File: config.mk
export PLATFORM = sky130hd
export DESIGN_NAME = mfp_pin_config
export DESIGN_NICKNAME = d
export VERILOG_FILES = /design/src/mfp_sync.v /design/src/mfp_pin_input.v /design/src/mfp_pin_config.v
export VERILOG_INCLUDE_DIRS = /design/src /design/src/pkg
export SDC_FILE = /design/constraint.sdc
export NUM_CORES = 1
export LEC_CHECK = 0
export BUFFER_PORTS_ARGS = -buffer_cell sky130_fd_sc_hd__buf_2
export CAP_MARGIN = 25
export CORE_MARGIN = 2
export CORE_UTILIZATION = 43
export CTS_CLUSTER_DIAMETER = 100
export DETAILED_ROUTE_END_ITERATION = 12
export PLACE_DENSITY = 0.69
export SYNTH_ARGS = -nofsm -noshare
export SYNTH_HDL_FRONTEND = slang
export SYNTH_HIERARCHICAL = 1
export SYNTH_SLANG_ARGS = --single-unit
File: constraint.sdc
create_clock -name i_core_clk -period 1.65 [get_ports i_core_clk]
set_clock_uncertainty 0.1 [all_clocks]
set_input_delay 0.0825 -clock i_core_clk [delete_from_list [all_inputs] [get_ports i_core_clk]]
set_output_delay 0.0825 -clock i_core_clk [all_outputs]
set_load 0.1 [all_outputs]
File: src/pkg/mfp_regs.vh
// register map, field layout, reset values and function codes of the pin configuration block
// assumes the byte-wide register port of the device register file reaches these offsets
`ifndef MFP_REGS_VH
`define MFP_REGS_VH

`define MFP_PIN_ONE_CTRL_ADDR  8'h40
`define MFP_PIN_TWO_CTRL_ADDR  8'h41
`define MFP_CTRL_RESET         8'h00
`define MFP_FUNC_MSB           7
`define MFP_FUNC_LSB           4

`define MFP_FN_OD_HIGH         4'h0
`define MFP_FN_LOW             4'h1
`define MFP_FN_SPECIAL         4'h2
`define MFP_FN_PP_HIGH         4'h3
`define MFP_FN_SEQ_A           4'h4
`define MFP_FN_SEQ_B           4'h5
`define MFP_FN_SEQ_C           4'h6
`define MFP_FN_SEQ_D           4'h7
`define MFP_FN_IN_LEVEL        4'h8
`define MFP_FN_IN_POSEDGE      4'h9
`define MFP_FN_IN_NEGEDGE      4'ha

`define MFP_MR_DEGLITCH_NS     1000
`define MFP_CLK_PERIOD_NS      40

`endif

File: src/mfp_sync.v
// two flip-flop synchroniser for one level
// assumes the input may change at any time relative to i_core_clk
`timescale 1ns/1ns
module mfp_sync
(
    input  wire i_core_clk,
    input  wire i_rstn,
    input  wire i_async,
    output wire o_sync
);
    reg meta_reg;
    reg sync_reg;

    // first stage feeds only the second stage
    always @(posedge i_core_clk or negedge i_rstn)
    begin
        if (!i_rstn)
        begin
            meta_reg <= 1'b0;
            sync_reg <= 1'b0;
        end
        else
        begin
            meta_reg <= i_async;
            sync_reg <= meta_reg;
        end
    end

    assign o_sync = sync_reg;
endmodule

File: src/mfp_pin_input.v
// input capture for one multifunction pin: level, rising and falling edge events
// assumes i_pin is already synchronised to i_core_clk
`timescale 1ns/1ns
module mfp_pin_input
(
    input  wire i_core_clk,
    input  wire i_rstn,
    input  wire i_enable,
    input  wire i_pin,
    output reg  o_level,
    output reg  o_rise,
    output reg  o_fall
);
    reg prev_reg;

    // edge pulses only while the pin is configured as an input
    always @(posedge i_core_clk or negedge i_rstn)
    begin
        if (!i_rstn)
        begin
            prev_reg <= 1'b0;
            o_level  <= 1'b0;
            o_rise   <= 1'b0;
            o_fall   <= 1'b0;
        end
        else
        begin
            prev_reg <= i_pin;
            o_level  <= i_enable & i_pin;
            o_rise   <= i_enable & i_pin & ~prev_reg;
            o_fall   <= i_enable & ~i_pin & prev_reg;
        end
    end
endmodule

File: src/mfp_pin_config.v
// function selection and pin drive for multifunction pins one and two
// assumes a byte register port decoded by an upstream serial slave, one clock, pins resolved outside
// Functional notes
// RULE1 - pin one codes 0, 1, 3: open-drain high, drive low, push-pull high
// RULE2 - pin one code 2 outputs deglitched copy of active-low manual reset
// RULE3 - pin one codes 4 to 7 push-pull sequencer slot a to d
// RULE4 - pin one inputs: level at 8, rising edge at 9, falling edge at a
// RULE5 - pin two code 1 drives low, code 3 push-pull high
// RULE6 - pin two code 2 is push-pull power-good for power-up sequence
// RULE7 - pin two codes 4 to 7 push-pull sequencer slot a to d
// RULE8 - pin two level input at 8, falling edge at a, code 9 reserved
// RULE9 - pin two control at 41h resets to 00h, open-drain high
// RULE10 - soft reset clears fields; low nibble reads zero; codes b to f reserved
// RULE11 - software writes only defined codes, relies on nothing for reserved ones
`timescale 1ns/1ns
`include "mfp_regs.vh"
module mfp_pin_config
#(
    parameter MR_DEGLITCH_NS = `MFP_MR_DEGLITCH_NS
)
(
    input  wire       i_core_clk,
    input  wire       i_rstn,
    input  wire       i_soft_reset,
    input  wire       i_reg_wr,
    input  wire [7:0] i_reg_addr,
    input  wire [7:0] i_reg_wdata,
    output reg  [7:0] o_reg_rdata,
    input  wire [3:0] i_seq_slot,
    input  wire       i_power_good,
    input  wire       i_manual_reset_input_n,
    input  wire       i_pin_one_in,
    output reg        o_pin_one_out,
    output reg        o_pin_one_oe,
    input  wire       i_pin_two_in,
    output reg        o_pin_two_out,
    output reg        o_pin_two_oe,
    output wire       o_pin_one_level,
    output wire       o_pin_one_rise,
    output wire       o_pin_one_fall,
    output wire       o_pin_two_level,
    output wire       o_pin_two_fall
);
    localparam [15:0] MR_CYCLES = (MR_DEGLITCH_NS + `MFP_CLK_PERIOD_NS - 1) / `MFP_CLK_PERIOD_NS;

    // reset value of a function field, cut from the byte-wide register reset value
    localparam [7:0]  CTRL_RESET  = `MFP_CTRL_RESET;
    localparam [3:0]  FIELD_RESET = CTRL_RESET[`MFP_FUNC_MSB:`MFP_FUNC_LSB];

    reg  [3:0]  pin_one_function_select_reg;
    reg  [3:0]  pin_two_function_select_reg;
    reg  [15:0] mr_count_reg;
    reg         mr_clean_reg;
    wire        mr_sync;
    wire        pin_one_sync;
    wire        pin_two_sync;
    wire        pin_one_is_in;
    wire        pin_two_is_in;
    wire        pin_one_rise_raw;
    wire        pin_two_level_raw;
    wire        pin_two_rise_unused;

    // a code below 8 drives the pin, defined input codes release it
    function is_output;
        input [3:0] code;
        begin
            is_output = ~code[3];
        end
    endfunction

    // defined input codes; a pin without a rising-edge mode treats that code as reserved
    function is_input;
        input [3:0] code;
        input       has_rise;
        begin
            case (code)
                `MFP_FN_IN_LEVEL:   is_input = 1'b1;
                `MFP_FN_IN_POSEDGE: is_input = has_rise;
                `MFP_FN_IN_NEGEDGE: is_input = 1'b1;
                default:            is_input = 1'b0;
            endcase
        end
    endfunction

    // register address match, shared by the write and read paths
    function addr_hit;
        input [7:0] addr;
        input [7:0] target;
        begin
            addr_hit = (addr == target);
        end
    endfunction

    // sequencer slot level for codes 4 to 7
    function seq_level;
        input [3:0] code;
        input [3:0] slots;
        begin
            seq_level = slots[code[1:0]];
        end
    endfunction

    // function fields, cleared by power-on and soft reset
    always @(posedge i_core_clk or negedge i_rstn)
    begin
        if (!i_rstn)
        begin
            pin_one_function_select_reg <= FIELD_RESET; // RULE9
            pin_two_function_select_reg <= FIELD_RESET; // RULE9
        end
        else if (i_soft_reset)
        begin
            pin_one_function_select_reg <= 4'h0; // RULE10
            pin_two_function_select_reg <= 4'h0; // RULE10
        end
        else if (i_reg_wr)
        begin
            if (addr_hit(i_reg_addr, `MFP_PIN_ONE_CTRL_ADDR))
                pin_one_function_select_reg <= i_reg_wdata[`MFP_FUNC_MSB:`MFP_FUNC_LSB];
            if (addr_hit(i_reg_addr, `MFP_PIN_TWO_CTRL_ADDR)) // RULE9
                pin_two_function_select_reg <= i_reg_wdata[`MFP_FUNC_MSB:`MFP_FUNC_LSB];
        end
    end

    // read back; low nibble and unmapped addresses read zero
    always @*
    begin
        o_reg_rdata = 8'h00;
        if (addr_hit(i_reg_addr, `MFP_PIN_ONE_CTRL_ADDR))
            o_reg_rdata = {pin_one_function_select_reg, 4'h0}; // RULE10
        else if (addr_hit(i_reg_addr, `MFP_PIN_TWO_CTRL_ADDR))
            o_reg_rdata = {pin_two_function_select_reg, 4'h0}; // RULE10
    end

    // synchronisers for the pins and the manual reset input
    mfp_sync u_sync_mr
    (
        .i_core_clk (i_core_clk),
        .i_rstn     (i_rstn),
        .i_async    (i_manual_reset_input_n),
        .o_sync     (mr_sync)
    );

    mfp_sync u_sync_one
    (
        .i_core_clk (i_core_clk),
        .i_rstn     (i_rstn),
        .i_async    (i_pin_one_in),
        .o_sync     (pin_one_sync)
    );

    mfp_sync u_sync_two
    (
        .i_core_clk (i_core_clk),
        .i_rstn     (i_rstn),
        .i_async    (i_pin_two_in),
        .o_sync     (pin_two_sync)
    );

    // manual reset deglitch: level must hold MR_CYCLES before the clean copy follows
    always @(posedge i_core_clk or negedge i_rstn)
    begin
        if (!i_rstn)
        begin
            mr_count_reg <= 16'h0000;
            mr_clean_reg <= 1'b1;
        end
        else if (mr_sync == mr_clean_reg)
            mr_count_reg <= 16'h0000;
        else if (mr_count_reg >= MR_CYCLES - 16'h0001)
        begin
            mr_count_reg <= 16'h0000;
            mr_clean_reg <= mr_sync; // RULE2
        end
        else
            mr_count_reg <= mr_count_reg + 16'h0001;
    end

    // input modes enable the capture logic
    // reserved codes leave capture disabled, so they raise no events
    assign pin_one_is_in = is_input(pin_one_function_select_reg, 1'b1); // RULE4
    assign pin_two_is_in = is_input(pin_two_function_select_reg, 1'b0); // RULE8


    mfp_pin_input u_in_one
    (
        .i_core_clk (i_core_clk),
        .i_rstn     (i_rstn),
        .i_enable   (pin_one_is_in),
        .i_pin      (pin_one_sync),
        .o_level    (o_pin_one_level),
        .o_rise     (pin_one_rise_raw),
        .o_fall     (o_pin_one_fall)
    );

    mfp_pin_input u_in_two
    (
        .i_core_clk (i_core_clk),
        .i_rstn     (i_rstn),
        .i_enable   (pin_two_is_in),
        .i_pin      (pin_two_sync),
        .o_level    (pin_two_level_raw),
        .o_rise     (pin_two_rise_unused),
        .o_fall     (o_pin_two_fall)
    );

    // edge pulses in every enabled input mode, not just the edge's own code; level readable in every input mode
    assign o_pin_one_rise  = pin_one_rise_raw; // RULE4
    assign o_pin_two_level = pin_two_level_raw; // RULE8

    // pin one drive; open-drain high releases the pin
    always @(posedge i_core_clk or negedge i_rstn)
    begin
        if (!i_rstn)
        begin
            o_pin_one_out <= 1'b0;
            o_pin_one_oe  <= 1'b0;
        end
        else
        begin
            o_pin_one_out <= 1'b0;
            o_pin_one_oe  <= 1'b0;
            case (pin_one_function_select_reg)
                `MFP_FN_OD_HIGH:
                    o_pin_one_oe <= 1'b0; // RULE1
                `MFP_FN_LOW:
                    o_pin_one_oe <= 1'b1; // RULE1
                `MFP_FN_SPECIAL:
                begin
                    o_pin_one_out <= mr_clean_reg; // RULE2
                    o_pin_one_oe  <= 1'b1;
                end
                `MFP_FN_PP_HIGH:
                begin
                    o_pin_one_out <= 1'b1; // RULE1
                    o_pin_one_oe  <= 1'b1;
                end
                `MFP_FN_SEQ_A, `MFP_FN_SEQ_B, `MFP_FN_SEQ_C, `MFP_FN_SEQ_D:
                begin
                    o_pin_one_out <= seq_level(pin_one_function_select_reg, i_seq_slot); // RULE3
                    o_pin_one_oe  <= 1'b1;
                end
                default:
                    o_pin_one_oe <= 1'b0; // RULE4
            endcase
        end
    end

    // pin two drive
    always @(posedge i_core_clk or negedge i_rstn)
    begin
        if (!i_rstn)
        begin
            o_pin_two_out <= 1'b0;
            o_pin_two_oe  <= 1'b0;
        end
        else
        begin
            o_pin_two_out <= 1'b0;
            o_pin_two_oe  <= 1'b0;
            case (pin_two_function_select_reg)
                `MFP_FN_OD_HIGH:
                    o_pin_two_oe <= 1'b0; // RULE9
                `MFP_FN_LOW:
                    o_pin_two_oe <= 1'b1; // RULE5
                `MFP_FN_SPECIAL:
                begin
                    o_pin_two_out <= i_power_good; // RULE6
                    o_pin_two_oe  <= 1'b1;
                end
                `MFP_FN_PP_HIGH:
                begin
                    o_pin_two_out <= 1'b1; // RULE5
                    o_pin_two_oe  <= 1'b1;
                end
                `MFP_FN_SEQ_A, `MFP_FN_SEQ_B, `MFP_FN_SEQ_C, `MFP_FN_SEQ_D:
                begin
                    o_pin_two_out <= seq_level(pin_two_function_select_reg, i_seq_slot); // RULE7
                    o_pin_two_oe  <= is_output(pin_two_function_select_reg);
                end
                default:
                    o_pin_two_oe <= 1'b0; // RULE10
            endcase
        end
    end
endmodule

==> results_dict.tcl <==
set metrics [dict create \
    h-tree-depth 2 \
    totalWireLength_mm 3.01 \
    rows 22 \
    synthCells 129 \
    crit_required_ns 1.47 \
    slew_viol_final 0 \
    drcViolationCount 0 \
    outcome "complete, no violations" \
    ys_warn_count 6 \
    r2r_slack_ns 0.22 \
    drive_above_1_share_pct 30.5 \
    synthesis.area_mm2 0.00172 \
    min-delay-start "i_reg_wdata[5]" \
    cp_top_family "flip-flops" \
    max-clock-path-buffers 2 \
    clkLatencyLatePin_ns 0.29 \
    cts_tree "built" \
    cts_buffers 5 \
    finalInstanceArea_mm2 0.00219 \
    dpl_cell_area_mm2 0.00203 \
    power_leakage_nw 1.13 \
    cp_slowest_cell "dfrtp_1" \
    grt_start_max_net_pins 43 \
    start_util_pct 46.0 \
    ir_drop_uv 700 \
    gp_congestion 0.813 \
    avgViaCountPerCell 4.74 \
    grt_pass1_wl_mm 5.13 \
    num_vias 1113 \
    fmax_mhz 673 \
    clock-sinks 42 \
    hold_path_depth 3 \
    die_h_um 67.3 \
    r2r_end "mr_clean_reg" \
    period_minus_slack_ns 1.49 \
    startpoint_type "flop" \
    holdPathEnd "pin_one_function_select_reg[1]" \
    cap_violations 0 \
    drt-wirelength-per-cell_um 12.8 \
    worstHoldPathType "in -> reg" \
    rsz0062_at_grt "no" \
    pwr_density_cell_mw_per_mm2 847 \
    gr-total-overflow 0 \
    path_clk_slew_ns 0.08 \
    nets 216 \
    largest_register_ffs 16 \
    synth.avg_cell_area_um2 13.3 \
    timing.critical_path.cells "mux2i_1 > nor2_1 > buf_12" \
    drt_iter0_drc 33 \
    coreArea_mm2 0.00374 \
    path_class "reg -> out" \
    setup_viol 0 \
    n_antenna_cell 0 \
    grt_pass1_vias 1193 \
    pin_count 45 \
    area_growth_pct 27.4 \
    postRouteAntennaNets 0 \
    design.die.area_mm2 0.00452 \
    clockRootBuffer "clkbuf_8" \
    cp.arrival_ns 1.30 \
    fin_cells 235 \
    dr.pass1.iters 4 \
    port_buffers 36 \
    chipWidth_um 67.3 \
    dpl.cell_count 220 \
    tightest_slew_ns 0.503 \
    reg2reg_from "mr_count_reg[13]" \
    track_usage_pct 15.6 \
    antenna_found_initial 0 \
    rr_worst_depth 3 \
    fillCellCount 354 \
    endpoint_kind "primary output" \
    post_cts_buffers 0 \
    crit_buf_inv 1 \
    cp_max_fo 7 \
    period_share_pct 90.1 \
    hold_viol_final 0 \
    slowest_delay_ns 0.51 \
    slew_headroom_pct 66.5 \
    dp.final_hpwl_mm 2.27 \
]
-- worst max-delay path by stage --
stage | from | end | slack (ns) | cells past startpoint
floorplan | i_reg_addr[3] | o_reg_rdata[4] | -0.38 | 3
global placement | mr_count_reg[13] | mr_clean_reg | 0.26 | 3
detailed placement | mr_count_reg[13] | mr_clean_reg | 0.21 | 3
CTS | pin_two_function_select_reg[0] | o_reg_rdata[4] | 0.15 | 3
global route | pin_one_function_select_reg[0] | o_reg_rdata[4] | 0.08 | 3
finish | pin_two_function_select_reg[0] | o_reg_rdata[4] | 0.16 | 3
-- timing repair --
action / 4_1_cts / 5_1_grt
hold buffers: 7 / 0
hold endpoints to repair: 50 / 0
resized for setup: 0 / 0
-- stage by stage --
step	hold slack (ns)	util (%)	setup slack [ns]	TNS [ns]	power (mW)
6_report	0.000195	58.6	0.163	0	1.86
5_1_grt	0.00281	58.6	0.0754	0	1.97
4_1_cts	0.00383	58.6	0.146	0	1.88
3_5_place_dp	0.0747	54.3	0.213	0	1.22
3_3_place_gp	0.0606	54.3	0.261	0	1.22
2_1_floorplan	-0.313	-	-0.376	-1.50	1.17
-- report_power, final --
part / leakage, nW / switching, mW / internal (mW)
clock: 0.0441 / 0.348 / 0.297
sequential: 0.539 / 0.0121 / 1.05
combinational: 0.543 / 0.0940 / 0.0508
total: 1.13 / 0.454 / 1.40
-- final cells by class --
class | instances | area, um^2 | area share (%)
repair buffers | 44 | 318 | 14.5
well taps | 48 | 60.1 | 2.74
multi-input cells | 90 | 661 | 30.1
clock inverters | 3 | 21.3 | 0.970
inverters | 3 | 11.3 | 0.514
clock buffers | 5 | 68.8 | 3.14
flip-flops and latches | 42 | 1050 | 48.0
-- tightest hold or removal path: stages --
cell	delay, ns
buf_2	0.10
nand2b_1	0.09
mux2i_1	0.08
-- cells in the final DEF (no fill, tap or decap), types with 3 or more instances in the layout --
cell type,n
nand2b_1,12
buf_12,4
buf_2,32
nor3_1,7
nor2_1,6
inv_1,3
dlygate4sd3_1,7
dfrtp_1,41
and3b_1,3
nor3b_1,3
clkbuf_8,5
mux2i_1,15
conb_1,15
-- per-layer routing --
| layer | GRT usage, % | up-vias | routed length (um) | part of all wire, % |
|---|---|---|---|---|
| li1 | - | 533 | - | - |
| met3 | 5.67 | 2 | 168 | 5.6 |
| met4 | 4.59 | 0 | 14 | 0.47 |
| met1 | 17.8 | 551 | 1250 | 41 |
| met2 | 27.4 | 27 | 1580 | 52 |
| met5 | 0 | - | 0 | 0 |
Note: power is estimated with default switching activity, not from simulation.
